### src/tse_map.svh
/*
 * Constants for the trap syndrome encoder: exception class codes,
 * syndrome field positions, fixed field values and register offsets.
 * Assumes inclusion by bare name; definitions only.
 */
`ifndef TSE_MAP_SVH
`define TSE_MAP_SVH

// exception class codes
`define TSE_CLS_SINGLE_SYS   6'h03
`define TSE_CLS_SINGLE_DBG   6'h05
`define TSE_CLS_ID_GROUP     6'h08
`define TSE_CLS_DUAL_SYS     6'h04
`define TSE_CLS_DUAL_DBG     6'h0C
`define TSE_CLS_MEM_COPROC   6'h06
`define TSE_CLS_UNKNOWN      6'h00

// coprocessor numbers
`define TSE_CP_SYS           4'hF
`define TSE_CP_DBG           4'hE

// fixed field values
`define TSE_CC_ALWAYS        4'hE
`define TSE_SECOP_FLOAT      4'h0
`define TSE_MODE_LITERAL_BIT 2

// syndrome field positions (lsb)
`define TSE_POS_CC_VALID     24
`define TSE_POS_CC           20
`define TSE_POS_OPCODE_A     16
`define TSE_POS_IMMEDIATE    12
`define TSE_POS_XFER2        10
`define TSE_POS_XFER         5
`define TSE_POS_OFFSET_DIR   4
`define TSE_POS_SECOP        1
`define TSE_POS_ADDR_MODE    1
`define TSE_POS_DIR          0

// wishbone register offsets (byte addresses)
`define TSE_REG_CTRL         8'h00
`define TSE_REG_SYNDROME     8'h04
`define TSE_REG_CLASS        8'h08
`define TSE_REG_COUNT        8'h0C

// control register reset value
`define TSE_CTRL_RESET       2'h0

`endif

### src/tse_pkg.sv
/*
 * Types for the trap syndrome encoder.
 * Assumes tse_map.svh supplies the numeric constants.
 */
package tse_pkg;

    // kind of trapped coprocessor access
    typedef enum logic [2:0]
    {
        TSE_SINGLE_WRITE,
        TSE_SINGLE_READ,
        TSE_FLOAT_READ,
        TSE_DUAL_WRITE,
        TSE_DUAL_READ,
        TSE_MEM_STORE,
        TSE_MEM_LOAD
    } tse_kind_t;

    // decoded fields of the trapped instruction
    typedef struct packed
    {
        tse_kind_t  kind;
        logic       compact_set;
        logic       conditional;
        logic [3:0] condition_code_field;
        logic [3:0] coproc;
        logic       id_group;
        logic [3:0] first_opcode_field;
        logic [3:0] transfer_register_index;
        logic [3:0] second_transfer_register_index;
        logic [3:0] base_register_index;
        logic [3:0] secondary_opcode_register_field;
        logic [7:0] eight_bit_immediate;
        logic [2:0] addressing_mode_field;
        logic       offset_add;
    } tse_trap_t;

    // captured syndrome
    typedef struct packed
    {
        logic [5:0]  exception_class;
        logic [24:0] instruction_specific_syndrome;
    } tse_syndrome_t;

endpackage

### src/tse_trap_syndrome_encoder.sv
/*
 * Trap syndrome encoder: turns a decoded trapped coprocessor access into
 * an exception class and instruction specific syndrome, captures them,
 * and exposes them plus a control register over classic Wishbone.
 * Assumes trap_i is a one-cycle strobe from core logic on clk_i.
 */
// The address map and register access over Wishbone were left to the implementer.
`timescale 1ns/1ns

`include "tse_map.svh"

// Summary of operation
// - single format: transfer register in bits 8:5
// - secondary opcode field bits 4:1, float read zero
// - single direction bit: write 0, read 1
// - single class codes 03, 05, 08
// - dual format for coproc 1111, 1110 reads
// - bit 24 valid flag, wide set always 1
// - compact set: valid flag per control choice
// - condition field or 1110 when unconditional
// - passing conditional may report 1110 instead
// - dual format first opcode in 19:16
// - dual format second register in 13:10
// - dual format first register in 8:5
// - dual direction bit: write 0, read 1
// - dual class codes 04, 0C
// - memory accesses use load/store format
// - eight-bit immediate into bits 19:12
// - base register only for immediate forms
// - bit 4 reflects add/subtract bit
// - bits 3:1 carry addressing mode
// - load/store direction: store 0, load 1
module tse_trap_syndrome_encoder
    import tse_pkg::*;
(
    // clock and reset
    input  wire logic          clk_i,
    input  wire logic          rst_i,
    // trap capture
    input  wire logic          trap_i,
    input  wire tse_trap_t     trap_info_i,
    output logic               captured_o,
    output tse_syndrome_t      syndrome_o,
    // wishbone slave
    input  wire logic          cyc_i,
    input  wire logic          stb_i,
    input  wire logic          we_i,
    input  wire logic [7:0]    adr_i,
    input  wire logic [3:0]    sel_i,
    input  wire logic [31:0]   dat_i,
    output logic [31:0]        dat_o,
    output logic               ack_o
);

    // control: bit0 compact set reports condition, bit1 passing condition_code_field shows 1110
    logic [1:0]     ctrl;
    logic [15:0]    trap_count;
    tse_syndrome_t  next_syndrome;
    logic           fmt_single;
    logic           fmt_dual;
    logic           fmt_mem;
    logic           is_read;
    logic           cc_valid;
    logic [3:0]     cc_value;
    logic [24:0]    syn_bits;
    logic [5:0]     syn_class;

    // condition reporting shared by every format
    // wide-set traps always report a valid condition; the compact set
    // is a software-visible choice held in ctrl[0], so one build serves
    // both kinds of hypervisor without a respin
    always_comb
    begin
        // default: valid flag set, unconditional value
        cc_valid = 1'b1;
        cc_value = `TSE_CC_ALWAYS;
        if (trap_info_i.compact_set && !ctrl[0])
        begin
            // compact set, flag clear: value is don't-care, drive zero
            // so that the register read back stays deterministic
            cc_valid = 1'b0;
            cc_value = 4'h0;
        end
        else if (trap_info_i.conditional && !ctrl[1])
        begin
            // conditional instruction reports its own condition
            cc_value = trap_info_i.condition_code_field;
        end
        else
        begin
            // unconditional, or ctrl[1] folds passing conditions to 1110
            cc_value = `TSE_CC_ALWAYS;
        end
        // conditional traps are only taken after passing the check,
        // which is what makes the folded 1110 value legal
    end

    // format selection from the access kind and coprocessor
    always_comb
    begin
        fmt_single = 1'b0;
        fmt_dual   = 1'b0;
        fmt_mem    = 1'b0;
        is_read    = 1'b0;
        unique case (trap_info_i.kind)
            TSE_SINGLE_WRITE:
            begin
                fmt_single = 1'b1;
            end
            TSE_SINGLE_READ, TSE_FLOAT_READ:
            begin
                fmt_single = 1'b1;
                is_read    = 1'b1;
            end
            TSE_DUAL_WRITE:
            begin
                fmt_dual = (trap_info_i.coproc == `TSE_CP_SYS);
            end
            TSE_DUAL_READ:
            begin
                fmt_dual = (trap_info_i.coproc == `TSE_CP_SYS) ||
                           (trap_info_i.coproc == `TSE_CP_DBG);
                is_read  = 1'b1;
            end
            TSE_MEM_STORE:
            begin
                fmt_mem = 1'b1;
            end
            TSE_MEM_LOAD:
            begin
                fmt_mem = 1'b1;
                is_read = 1'b1;
            end
            default:
            begin
                fmt_single = 1'b0;
            end
        endcase
    end

    // syndrome assembly; unfilled bits stay zero as reserved
    // every field is written from a fixed position macro so that the
    // three formats can share one 25-bit vector without overlap checks
    // at run time; the overlap is by design (bits 8:5 and 4:1 recur)
    always_comb
    begin
        // reserved bits default to zero in every format
        syn_bits  = 25'h0;
        syn_class = `TSE_CLS_UNKNOWN;

        // condition and direction fields are common to all formats
        if (fmt_single || fmt_dual || fmt_mem)
        begin
            syn_bits[`TSE_POS_CC_VALID] = cc_valid;
            syn_bits[`TSE_POS_CC +: 4]  = cc_value;
            syn_bits[`TSE_POS_DIR]      = is_read;
        end

        if (fmt_single)
        begin
            // single-register transfer: register, opcode field, class
            // bits 19:10 belong to fields decoded elsewhere; zero here
            syn_bits[`TSE_POS_XFER +: 4] =
                trap_info_i.transfer_register_index;
            // float register read reports a fixed opcode field
            if (trap_info_i.kind == TSE_FLOAT_READ)
                syn_bits[`TSE_POS_SECOP +: 4] = `TSE_SECOP_FLOAT;
            else
                syn_bits[`TSE_POS_SECOP +: 4] =
                    trap_info_i.secondary_opcode_register_field;
            // identification reads override the coprocessor choice
            if (trap_info_i.id_group)
            begin
                syn_class = `TSE_CLS_ID_GROUP;
            end
            else if (trap_info_i.coproc == `TSE_CP_DBG)
            begin
                syn_class = `TSE_CLS_SINGLE_DBG;
            end
            else
            begin
                syn_class = `TSE_CLS_SINGLE_SYS;
            end
        end
        else if (fmt_dual)
        begin
            // dual-register transfer: both registers and opcode fields
            syn_bits[`TSE_POS_OPCODE_A +: 4] =
                trap_info_i.first_opcode_field;
            syn_bits[`TSE_POS_XFER2 +: 4] =
                trap_info_i.second_transfer_register_index;
            syn_bits[`TSE_POS_XFER +: 4] =
                trap_info_i.transfer_register_index;
            syn_bits[`TSE_POS_SECOP +: 4] =
                trap_info_i.secondary_opcode_register_field;
            // debug coprocessor gets its own class, everything else system
            if (trap_info_i.coproc == `TSE_CP_DBG)
            begin
                syn_class = `TSE_CLS_DUAL_DBG;
            end
            else
            begin
                syn_class = `TSE_CLS_DUAL_SYS;
            end
        end
        else if (fmt_mem)
        begin
            // memory load/store: immediate, base, offset sign, mode
            syn_bits[`TSE_POS_IMMEDIATE +: 8] =
                trap_info_i.eight_bit_immediate;
            // literal forms leave base unknown; zero is the cheap choice
            // and keeps the read-back free of stale register numbers
            if (!trap_info_i.addressing_mode_field[`TSE_MODE_LITERAL_BIT])
            begin
                syn_bits[`TSE_POS_XFER +: 4] =
                    trap_info_i.base_register_index;
            end
            syn_bits[`TSE_POS_OFFSET_DIR] = trap_info_i.offset_add;
            // reserved mode codes are passed through unchanged; the
            // decoder upstream is trusted not to trap on them
            syn_bits[`TSE_POS_ADDR_MODE +: 3] =
                trap_info_i.addressing_mode_field;
            syn_class = `TSE_CLS_MEM_COPROC;
        end
        else
        begin
            // unknown-reason class carries no syndrome at all
            syn_bits = 25'h0;
        end

        // pack the captured value
        next_syndrome.exception_class               = syn_class;
        next_syndrome.instruction_specific_syndrome = syn_bits;
    end

    // capture the syndrome on each trap strobe
    always_ff @(posedge clk_i)
    begin
        if (rst_i)
        begin
            syndrome_o <= '0;
            captured_o <= 1'b0;
        end
        else
        begin
            captured_o <= trap_i;
            if (trap_i)
                syndrome_o <= next_syndrome;
        end
    end

    // trap counter, wraps; gives software a visible event tally
    always_ff @(posedge clk_i)
    begin
        if (rst_i)
            trap_count <= 16'h0000;
        else if (trap_i)
            trap_count <= trap_count + 16'h0001;
    end

    // wishbone ack: one cycle after request, dropped the next cycle
    always_ff @(posedge clk_i)
    begin
        if (rst_i)
            ack_o <= 1'b0;
        else
            ack_o <= cyc_i && stb_i && !ack_o;
    end

    // control register write, lane 0 only
    always_ff @(posedge clk_i)
    begin
        if (rst_i)
            ctrl <= `TSE_CTRL_RESET;
        else if (cyc_i && stb_i && we_i && !ack_o && sel_i[0] &&
                 adr_i == `TSE_REG_CTRL)
            ctrl <= dat_i[1:0];
    end

    // read data registered with the ack; unmapped reads return zero
    always_ff @(posedge clk_i)
    begin
        if (rst_i)
            dat_o <= 32'h0000_0000;
        else if (cyc_i && stb_i && !we_i && !ack_o)
        begin
            unique case (adr_i)
                `TSE_REG_CTRL:     dat_o <= {30'h0, ctrl};
                `TSE_REG_SYNDROME: dat_o <= {7'h00, syndrome_o.instruction_specific_syndrome};
                `TSE_REG_CLASS:    dat_o <= {26'h0, syndrome_o.exception_class};
                `TSE_REG_COUNT:    dat_o <= {16'h0000, trap_count};
                default:           dat_o <= 32'h0000_0000;
            endcase
        end
    end

endmodule // tse_trap_syndrome_encoder

### config.mk
export PLATFORM = sky130hd
export DESIGN_NAME = tse_trap_syndrome_encoder
export DESIGN_NICKNAME = d
export VERILOG_FILES = /design/src/tse_pkg.sv /design/src/tse_trap_syndrome_encoder.sv
export VERILOG_INCLUDE_DIRS = /design/src
export SDC_FILE = /design/constraint.sdc
export NUM_CORES = 1
export LEC_CHECK = 0
export BUFFER_PORTS_ARGS = -buffer_cell sky130_fd_sc_hd__buf_2
export CORE_MARGIN = 3
export CORE_UTILIZATION = 45
export CTS_BUF_LIST = sky130_fd_sc_hd__clkbuf_8
export CTS_CLUSTER_SIZE = 24
export DETAILED_ROUTE_END_ITERATION = 12
export PLACE_DENSITY = 0.78
export REMOVE_ABC_BUFFERS = 1
export SYNTH_ARGS = -nofsm -noshare
export SYNTH_HDL_FRONTEND = slang
export SYNTH_SLANG_ARGS = --single-unit
### constraint.sdc
create_clock -name clk_i -period 2.56 [get_ports clk_i]
set_input_delay 0.128 -clock clk_i [delete_from_list [all_inputs] [get_ports clk_i]]
set_output_delay 0.128 -clock clk_i [all_outputs]
set_load 0.01 [all_outputs]
-- After elaboration in Yosys (flattened, before gate mapping)
Cells that the tools add are included.
W data, S select, Z words.
- $add $sub $neg: 1
- equality and inequality tests: 11
- muxes and demuxes: 31
- reductions and logical operators: 22
- operators with widths (kind ; count):
    $pmux W25 S4 ; 1
    $mux W4 ; 8
    $mux W8 ; 4
    $add A16 B1 Y16 const B ; 1
    $eq A8 B4 Y1 const B ; 2
    $mux W16 ; 1
    $mux W5 ; 3
    $mux W6 ; 2
    $logic_and A1 B1 Y1 ; 10
    $eq A3 B3 Y1 const B ; 3
    $eq A4 B4 Y1 const B ; 2
    $eq A8 B3 Y1 const B ; 1
    $logic_not A8 Y1 ; 1
    $mux W1 ; 8
    $eq A3 B2 Y1 const B ; 2
    $mux W3 ; 2
    $logic_not A1 Y1 ; 4
    $reduce_or A4 Y1 ; 1
    $eq A3 B1 Y1 const B ; 1
    $logic_not A3 Y1 ; 1
    $logic_or A1 B1 Y1 ; 3
    $reduce_or A3 Y1 ; 1
    $mux W2 ; 1
    $pmux W1 S2 ; 1
    $reduce_or A2 Y1 ; 1
- flip-flop bits (word level): 83
- input port bits: 96
- output and inout port bits: 65
- logic and storage cells: 72

-- Longest topological paths before layout
Gate-level depths: netlist of run 1.
- depth in word-level cells: 9
- mapped depth: 6
- gate-level depth less buffers: 5

-- Worst setup path after synthesis of run 1
Ideal clock, no wire load.
- path type: register -> register
- start: register ack_o
- end: register dat_o[10]
- setup time: 70 ps
- arrival: 1558 ps
- path slack: 931 ps
- cell stages (with the launch flop): 7
- buffers on the path: 2
- period minus slack after synthesis: 1629 ps
- cells stage by stage: dfxtp_1 or4bb_1 buf_2 nor3_4 nand3b_1 buf_2 o2bb2ai_1
- word-level cells in the longest chain between the ends: 2
- ends and longest elaborated chain (item ; line ; RTL):
    start: declaration ; tse_trap_syndrome_encoder.sv:52 ; output logic ack_o
    start signal: assignment ; tse_trap_syndrome_encoder.sv:267 ; ack_o <= cyc_i && stb_i && !ack_o;
    $logic_not A1 Y1 ; tse_trap_syndrome_encoder.sv:285 ; else if (cyc_i && stb_i && !we_i && !ack_o)
    $logic_and A1 B1 Y1 ; tse_trap_syndrome_encoder.sv:285 ;
    end signal: assignment ; tse_trap_syndrome_encoder.sv:288 ; `TSE_REG_CTRL: dat_o <= {30'h0, ctrl};
    end signal: assignment ; tse_trap_syndrome_encoder.sv:289 ; `TSE_REG_SYNDROME: dat_o <= {7'h00, syndrome_o.instruction_specific_syndrome};
    end signal: assignment ; tse_trap_syndrome_encoder.sv:290 ; `TSE_REG_CLASS: dat_o <= {26'h0, syndrome_o.exception_class};
    end: declaration ; tse_trap_syndrome_encoder.sv:51 ; output logic [31:0] dat_o,
No other way between the ends.
A chain may end at the register's enable or synchronous reset.

-- Worst setup path after layout of run 1
- start: register ack_o
- end: register dat_o[13]
The elaborated chain is that of the path after synthesis.

==> results of run 1 <==
==> kinds of logic (layout without fill, tap and decap cells) <==
kind of cell	count (synthesis)	in the layout	share of synthesized area
compound gates	96	96	0.206
xor+xnor	11	11	0.0285
fa+ha+maj	1	1	0.00370
buf+inv	43	147	0.0603
flops	73	73	0.432
mux	21	21	0.0633
other cells	1	10	0.00111
simple gates	131	131	0.205
==> layer usage <==
layer,part of all wire,vias to the layer above
met5,0,-
met4,0.019,0
met3,0.053,19
met2,0.50,106
met1,0.42,1513
li1,-,1575
==> power breakdown <==
part,switching (uW),internal [uW]
Sequential,26.1,1160
Clock,444,649
Combinational,154,112
Total,624,1920
==> final cells by class <==
type / count / area [um2] / share of cell area
tap: 96 / 120 / 0.0284
sequential: 73 / 1460 / 0.345
clock inverter: 7 / 119 / 0.0281
inverter: 8 / 30.0 / 0.00709
clock buffer: 9 / 124 / 0.0292
multi-input combinational: 270 / 1750 / 0.413
timing repair buffer: 123 / 633 / 0.149
==> layout by cell type, fill, tap and decap left out, types with 5 or more instances in the layout <==
cell type    n
a21oi_1     17
nand3_1     11
inv_1        9
xor2_1       8
a22oi_1     11
dfxtp_1     73
mux2i_1     18
o21ai_0     16
nor2_1      40
nand4_1     12
buf_4        5
buf_2      117
o2bb2ai_1   15
nand2_1     30
or3_1        5
clkbuf_8     9
conb_1      10
==> worst max-delay path by stage <==
stage | start | endpoint | depth (start not counted) | slack, ns
finish | ack_o | dat_o[13] | 4 | 0.49
global route | ack_o | dat_o[13] | 4 | 0.29
CTS | ack_o | dat_o[13] | 4 | 0.50
detailed placement | ack_o | dat_o[13] | 4 | 0.51
global placement | ack_o | dat_o[6] | 4 | 0.60
floorplan | ack_o | dat_o[10] | 4 | 0.70
==> repair_timing <==
item | CTS | global route
hold buffers | 1 | 0
hold endpoints to repair | 1 | 0
setup buffers | 0 | 0
==> stage by stage <==
stage | setup slack [ns] | hold slack [ns] | power, uW | instances
after floorplan | 0.695 | 0.197 | 1330 | 351
after global placement | 0.601 | 0.358 | 1470 | 569
after detailed placement | 0.510 | 0.361 | 1480 | 569
after CTS | 0.498 | 0.000820 | 2550 | 586
after global routing | 0.294 | 0.00847 | 2620 | 586
final | 0.492 | -0.000138 | 2550 | 586
==> sequential cells by signal, indices dropped and copies added, names as in the netlist <==
| name | cells |
|---|---|
| syndrome_o | 28 |
| dat_o | 25 |
| trap_count | 16 |
| ctrl | 2 |
| ack_o | 1 |
| captured_o | 1 |
==> results.txt, run 1 <==
The hold-critical path depth came out at 2. The wire length per cell came out at approximately 16 um. The global placement routability congestion is just under 0.8.

The summed instance area of the synthesized netlist came out at 3380 um2. The number of pins exceeding their max-slew limit in the final report came out at 0. In the synthesized netlist, the cells that appear most often are dfxtp_1, nor2_1, nand2_1. Detailed placement finished with a half-perimeter wire length of roughly 7100 um. The nature of the critical path startpoint is a flip-flop. The final setup violation count is 0. The fill cell total of the finished layout came out at 626. The via count of the first global-routing pass came out at approximately 3,200. After clock tree synthesis, the clock-pin slew on the worst setup and hold paths is around 0.080 ns.

The reg-to-reg setup timing slack came out at 0.49 ns. The shortest clock period the worst path allows after layout is between 2 and 2.5 ns. The final core utilization is 0.603.

The top-area cell type share of the netlist area is 0.432. The maximum fanout encountered on the critical timing path came out at 11. dfxtp_1 takes more of the synthesized area than any other cell. The clock network latency to the later pin of the worst-skew pair is about 0.35 ns.

The run finished, with violations left. By startpoint and endpoint, the worst setup path is classified as reg -> reg. The achievable frequency is approximately 480 MHz.

The tree is rooted in a clkbuf_8. The worst endpoint required time is between 2 and 3 ns. After detailed routing, the number of vias per cell comes to 5.48. The endpoint identified for the worst register-to-register timing path is dat_o[13]. The checks that failed: negative hold slack. The final-report hold violation count was 1. The wire length of the first global-routing pass came out at roughly 15,000 um. In this run the cell area measured after placement is ~4000 um2. After the last flow step, the layout net total stands at ~580. The worst voltage drop across the vdd grid came out at 0.000369 V. The number of placement rows is 30.

Traced cell by cell, the critical path runs through or4bb_1, nor3_4, nand3b_1, o2bb2ai_1. The count of H-tree levels built during CTS is 3. The area growth from synthesis to layout is 25.3%. The I/O pin total came out at between 150 and 200.

The worst hold path begins at trap_info_i[27]. The core footprint came out at 7020 um2. The most numerous cell in the Yosys netlist is dfxtp_1. The worst setup path is captured at a flip-flop. The total global routing track utilization came out at 0.223. The die height came out at 92.7 um. The cell count after synthesis came out at 377. The layout cell share with drive strength beyond 1 is 0.314. Setup repair after global routing left no endpoint under its margin.

Yosys attributes the largest share of cell area to dfxtp_1, mux2i_1, nor2_1, o2bb2ai_1, nand2_1. The relative slew slack came out at 0.393. The initial core utilization came out at 0.481. Of the synthesized area, sequential elements account for 0.432. For this design the static power due to leakage is 0.00188 uW. For this run, global-route usage on met2 was measured as 0.378. The number of cell instances on the worst register-to-register path came out at 4. In this run the tool buffered the top-level ports with 117 buffer cells.

The area of the die is 8590 um2. The vias after detailed routing is 3,213. The final worst hold slack is -0.000138 ns. The netlist uses between 50 and 60 different library cells.

The number of enable-type register cells in the synthesized netlist is 0. The starting DRC count in detailed routing is 190. The clock sink total came out at 73. The slowest stage of the critical path is the or4bb_1 cell.

The worst register-to-register path begins at ack_o. Summed over all layers, the global routing overflow is 0. The class of the most critical hold timing path is in -> reg. The repair_antennas step left the layout with diodes totalling 0. The average instance area after synthesis is 8.96 um2. The layer flagged by global routing as most heavily used is met2.

The final antenna-violating net count came out at 0. The total clock buffers created by CTS came out at 9. The count of cells resized by post-cts repair came out at 0. The register bit total from synthesis came out at 73. The summed negative setup slack over all endpoints is 0 ns. The initial antenna violation count came out at 0. The met1 track demand over resource is 0.284. During synthesis, Yosys emitted a total of 0 warnings. After detailed routing, the total wire length is roughly 9500 um. The final cycle utilization of the critical path came out at 0.808.

The area of all placed cells without fillers is 4240 um2. The main flop type after synthesis is dfxtp_1. The end of the worst hold path is syndrome_o[8].

STA puts the critical path data arrival time at approximately 2.3 ns. The worst setup skew after layout is just over 0.01 ns. At the pin with the least slew margin, the transition time is approximately 0.9 ns. The maximum clock path buffer count came out at 2. The total power density per cell area is ~600 nW/um2.

The detailed-router iteration count before antenna repair came out at 4. The maximum number of pins on one net before global-route repair is 43. The fraction of registers with async set or reset after synthesis is 0. For this run, the slowest stage of the critical path takes 0.71 ns. TritonCTS built the clock tree. The critical path buffer and inverter count came out at 0.

The total DRC errors in the routed layout is 0. The die width came out at about 90 um. For this run, global-route usage on met3 was measured as 0.0398.

On the critical path the largest part of the delay comes from simple AND/OR/NAND/NOR gates. The count of maximum capacitance violations is 0.
(Power assumes the default switching activity.)
==> run 2: changes to the inputs <==
--- a/config.mk
+++ b/config.mk
@@ -6,13 +6,14 @@
 export SDC_FILE = /design/constraint.sdc
 export NUM_CORES = 1
 export LEC_CHECK = 0
+export ABC_AREA = 1
 export BUFFER_PORTS_ARGS = -buffer_cell sky130_fd_sc_hd__buf_2
 export CORE_MARGIN = 3
 export CORE_UTILIZATION = 45
 export CTS_BUF_LIST = sky130_fd_sc_hd__clkbuf_8
 export CTS_CLUSTER_SIZE = 24
 export DETAILED_ROUTE_END_ITERATION = 12
-export PLACE_DENSITY = 0.78
+export PLACE_DENSITY = 0.77
 export REMOVE_ABC_BUFFERS = 1
 export SYNTH_ARGS = -nofsm -noshare
 export SYNTH_HDL_FRONTEND = slang
==> constraint.sdc (replaced) <==
create_clock -name clk_i -period 2.1 [get_ports clk_i]
set_input_delay 0.105 -clock clk_i [delete_from_list [all_inputs] [get_ports clk_i]]
set_output_delay 0.105 -clock clk_i [all_outputs]
set_load 0.01 [all_outputs]
==> run 2 against run 1 <==
The flow now finishes without violations. Clock power rose by 26%. Total power rose by 23%. Largest power group unchanged. Critical path type unchanged. Flip-flop and latch count did not move. Sequential power rose by 21%. Critical endpoint is now trap_count[14].
==> results.txt, run 2 <==
The summed negative setup slack over all endpoints is 0 ns (unchanged). The sequential fraction of the synthesis area came out at 0.407 (-0.0250). The global placement routability congestion was 0.891 (+13%).

Walking the worst path, the cells encountered are ha_1, nand2_2, nor2_4, nand2_2, nor2_4, nand2_1, nor2_1, nand2_1, nand2_1, nor2_1. The arrival time of the worst setup path came out at 1.73 ns (-0.60 ns). The final antenna-violating net count was 0 (unchanged).

The net count reported at finish is 727 (+25%). The fraction of registers with async set or reset after synthesis is 0 (unchanged). The run finished with clean final reports. The measured slew at the worst slew-check pin is 0.686 ns (-0.221 ns). The summed instance area of the synthesized netlist came out at 3590 um2 (+6.1%). The worst setup skew after layout is 0.00660 ns (-0.00376 ns). Leaving out fill and tap cells, the most frequent cells in the layout are nand2_1, buf_2, dfxtp_1, nand3_1, a21oi_1. STA classifies the critical path startpoint as a flip-flop. The average instance area after synthesis is 6.93 um2 (-23%). The multi-input logic area is 1780 um2 (+2.1%). The starting DRC count in detailed routing came to 256 (+35%). The total global routing track utilization is 0.224 (+0.000958). The via count of the first global-routing pass is 3,414 (+8.3%). In the synthesized netlist the dominant register cell turns out to be dfxtp_1. The total power density per cell area was 704 nW/um2 (+17%). The shortest clock period the worst path allows after layout came out at 1.48 ns (-0.591 ns). The most frequent standard cell in the layout excluding fill and tap cells is nand2_1.

The total DRC errors in the routed layout is 0 (unchanged). The achievable frequency came out at 677 MHz (+40%). The detailed-router iteration count before antenna repair came to 4 (unchanged). The wire length per cell came out at 13.6 um (-16%). The maximum number of pins on one net before global-route repair was 41 (-4.7%).

The vias after detailed routing is 3,793 (+18%). The initial antenna violation count is 0 (unchanged). The final cycle utilization of the critical path came to 0.704 (-0.104). The final routed wirelength across all metal layers is 9980 um (+4.9%).

The critical path buffer and inverter count is 0 (unchanged). Among the stages of the critical path, the cell type that occurs most often is nand2_1. The count of antenna diodes in the layout came to 0 (unchanged).

Among cell families on the critical path, the largest total delay comes from simple AND/OR/NAND/NOR gates. The peak per-stage delay on the critical path is 0.39 ns (-0.32 ns). The total clock buffers created by CTS is 9 (unchanged).

The clock edge transition at the registers on the reported setup and hold paths came out at 0.08 ns (about the same). Ranked by instance count, the synthesized netlist is headed by nand2_1, dfxtp_1, nand3_1. In the post-synthesis netlist, the biggest area contributors are dfxtp_1, nand2_1, nand3_1, a21oi_1, inv_1. The maximum clock path buffer count came out at 2 (unchanged). The relative slew slack came out at 0.542 (+0.149). The count of maximum capacitance violations came out at 0 (unchanged). The class of the most critical hold timing path is in -> reg.

The layout cell share with drive strength beyond 1 is 0.261 (-0.0529). STA classifies the critical path endpoint as a flip-flop. The maximum fanout encountered on the critical timing path came out at 4 (-7). The I/O pin total is 161 (unchanged). The clock sink total came out at 73 (unchanged). Summed over all instances, the cell type with the most area after synthesis is dfxtp_1. TritonCTS built the clock tree. The number of buffer cells added on primary ports is 117 (unchanged). The final setup violation count came out at 0 (unchanged). The register bit total from synthesis is 73 (unchanged). The worst voltage drop across the vdd grid is 0.000350 V (-5.0%). The final HPWL from detailed placement is 7500 um (+5.0%). The routed via count divided by cell count came out at 5.17 (-5.8%). The number of distinct library cells after synthesis came out at 36 (-33%).

The largest individual stage delay along the critical path comes from the cell dfxtp_1. The core footprint came out at 7490 um2 (+6.6%). Setup repair after global routing left no endpoint under its margin.

Compared with the post-synthesis result, the final layout area differs by 23.5%. The die height is 95.3 um (+2.8%). The number of placement rows is 31 (+3.3%). The category of the most critical setup path is reg -> reg. The number of flip-flops under the largest register name is 28 (unchanged). The worst endpoint required time is 2.35 ns (-0.47 ns). The area of the die came out at 9080 um2 (+5.7%). The cell leakage power was 0.00213 uW (+13%). The total congestion overflow after global routing was 0 (unchanged).

The count of H-tree levels built during CTS is 3 (unchanged). The root buffer cell chosen for the clock tree is clkbuf_8. The most common cell in the synthesized netlist is nand2_1. The fill cell total of the finished layout is 706 (+13%). The die width came out at 95.3 um (+2.8%). The initial core utilization came to 0.479 (-0.00227). The number of enable-type register cells in the synthesized netlist came to 0 (unchanged).

The top-area cell type share of the netlist area came out at 0.407 (-0.0250). The final core utilization came to 0.592 (-0.0114). The number of pins exceeding their max-slew limit in the final report is 0 (unchanged). The final-report hold violation count is 0 (-1). The cell count after synthesis is 518 (+37%). In the final layout, the registers with the most flip-flops are syndrome_o: 28 flops, dat_o: 25 flops, trap_count: 16 flops. The wire length of the first global-routing pass is 15,800 um (+3.1%).

The clock network latency to the later pin of the worst-skew pair came to 0.35 ns (about the same). Counting flops per register, the top entry is syndrome_o. The number of warnings printed during yosys synthesis came out at 0 (unchanged). The sequential cell area is 1460 um2 (unchanged).
## run 2: cell types whose count changed in the layout (fill, tap and decap cells not counted), moves of 5 or more
cell	before	now
nand2_1	30	159
nor2_1	40	30
o2bb2ai_1	15	0
nor2_4	0	6
or3_1	5	0
o21ai_0	16	25
a21oi_1	17	47
inv_1	9	42
nand2_2	0	8
nand3_1	11	48
xor2_1	8	3
nand4_1	12	6
a22oi_1	11	0
mux2i_1	18	0
## run 2: path summary, 6_finish.rpt
| kind | start | end | slack, ns | depth (start not counted) |
|---|---|---|---|---|
| worst max-delay path | trap_count[1] | trap_count[14] | 0.62 | 10 |
| worst min-delay path | trap_info_i[7] | syndrome_o[15] | 0.01 | 2 |
| worst max register to register | trap_count[1] | trap_count[14] | 0.62 | 10 |
| worst min register to register | dat_o[16] | dat_o[16] | 0.46 | 2 |
## run 2: cell families after synthesis
logic type / after synthesis / share of synthesized area
AOI/OAI and AO/OA: 88 / 0.132
xor gates and xnor gates: 3 / 0.00733
adders and majority gates: 1 / 0.00349
buffers and inverters: 78 / 0.105
DFF: 73 / 0.407
other: 1 / 0.00105
and+or+nand+nor: 274 / 0.344
## run 2: worst reg2reg max path, cell delays in order, from the launching register on
cell and delay [ns]:
dfxtp_1 0.39, ha_1 0.18, nand2_2 0.08, nor2_4 0.13, nand2_2 0.09, nor2_4 0.12, nand2_1 0.09, nor2_1 0.13
nand2_1 0.07, nand2_1 0.05, nor2_1 0.05
## run 2: power by group
group,internal [uW],total (uW),switching [uW]
combinational,113,317,204
sequential,1410,1440,22.9
clock,825,1370,542
total,2350,3120,768
## run 2: stage by stage
step | power (uW) | setup slack, ns | hold slack, ns | instance area [um2] | std cells
CTS | 3130 | 0.613 | 0.00384 | 4430 | 734
global placement | 1770 | 0.658 | 0.357 | 4170 | 717
finish | 3120 | 0.622 | 0.0122 | 4430 | 734
detailed placement | 1780 | 0.618 | 0.368 | 4170 | 717
floorplan | 1620 | 0.756 | 0.167 | 3430 | 497
global route | 3230 | 0.386 | 0.0167 | 4430 | 734
## run 2: area by class of cell
cell class,instances,area share
Timing Repair Buffer,122,0.141
Clock inverter,6,0.0257
Inverter,48,0.0418
Sequential cell,73,0.330
Clock buffer,10,0.0311
Multi-Input combinational cell,376,0.403
Tap cell,99,0.0280
## run 2: routing by layer
metal | GRT usage | routed length, um
met1 | 0.285 | 4200
met2 | 0.362 | 4670
met3 | 0.0521 | 801
met4 | 0.0998 | 312
met5 | 0 | 0
## run 2: what timing repair did
action | 4_1_cts | 5_1_grt
setup buffers | 0 | 0
endpoints found under the hold margin | 1 | 0
endpoints found under the setup margin | 0 | 0
hold buffers | 1 | 0
gates resized for setup | 0 | 0
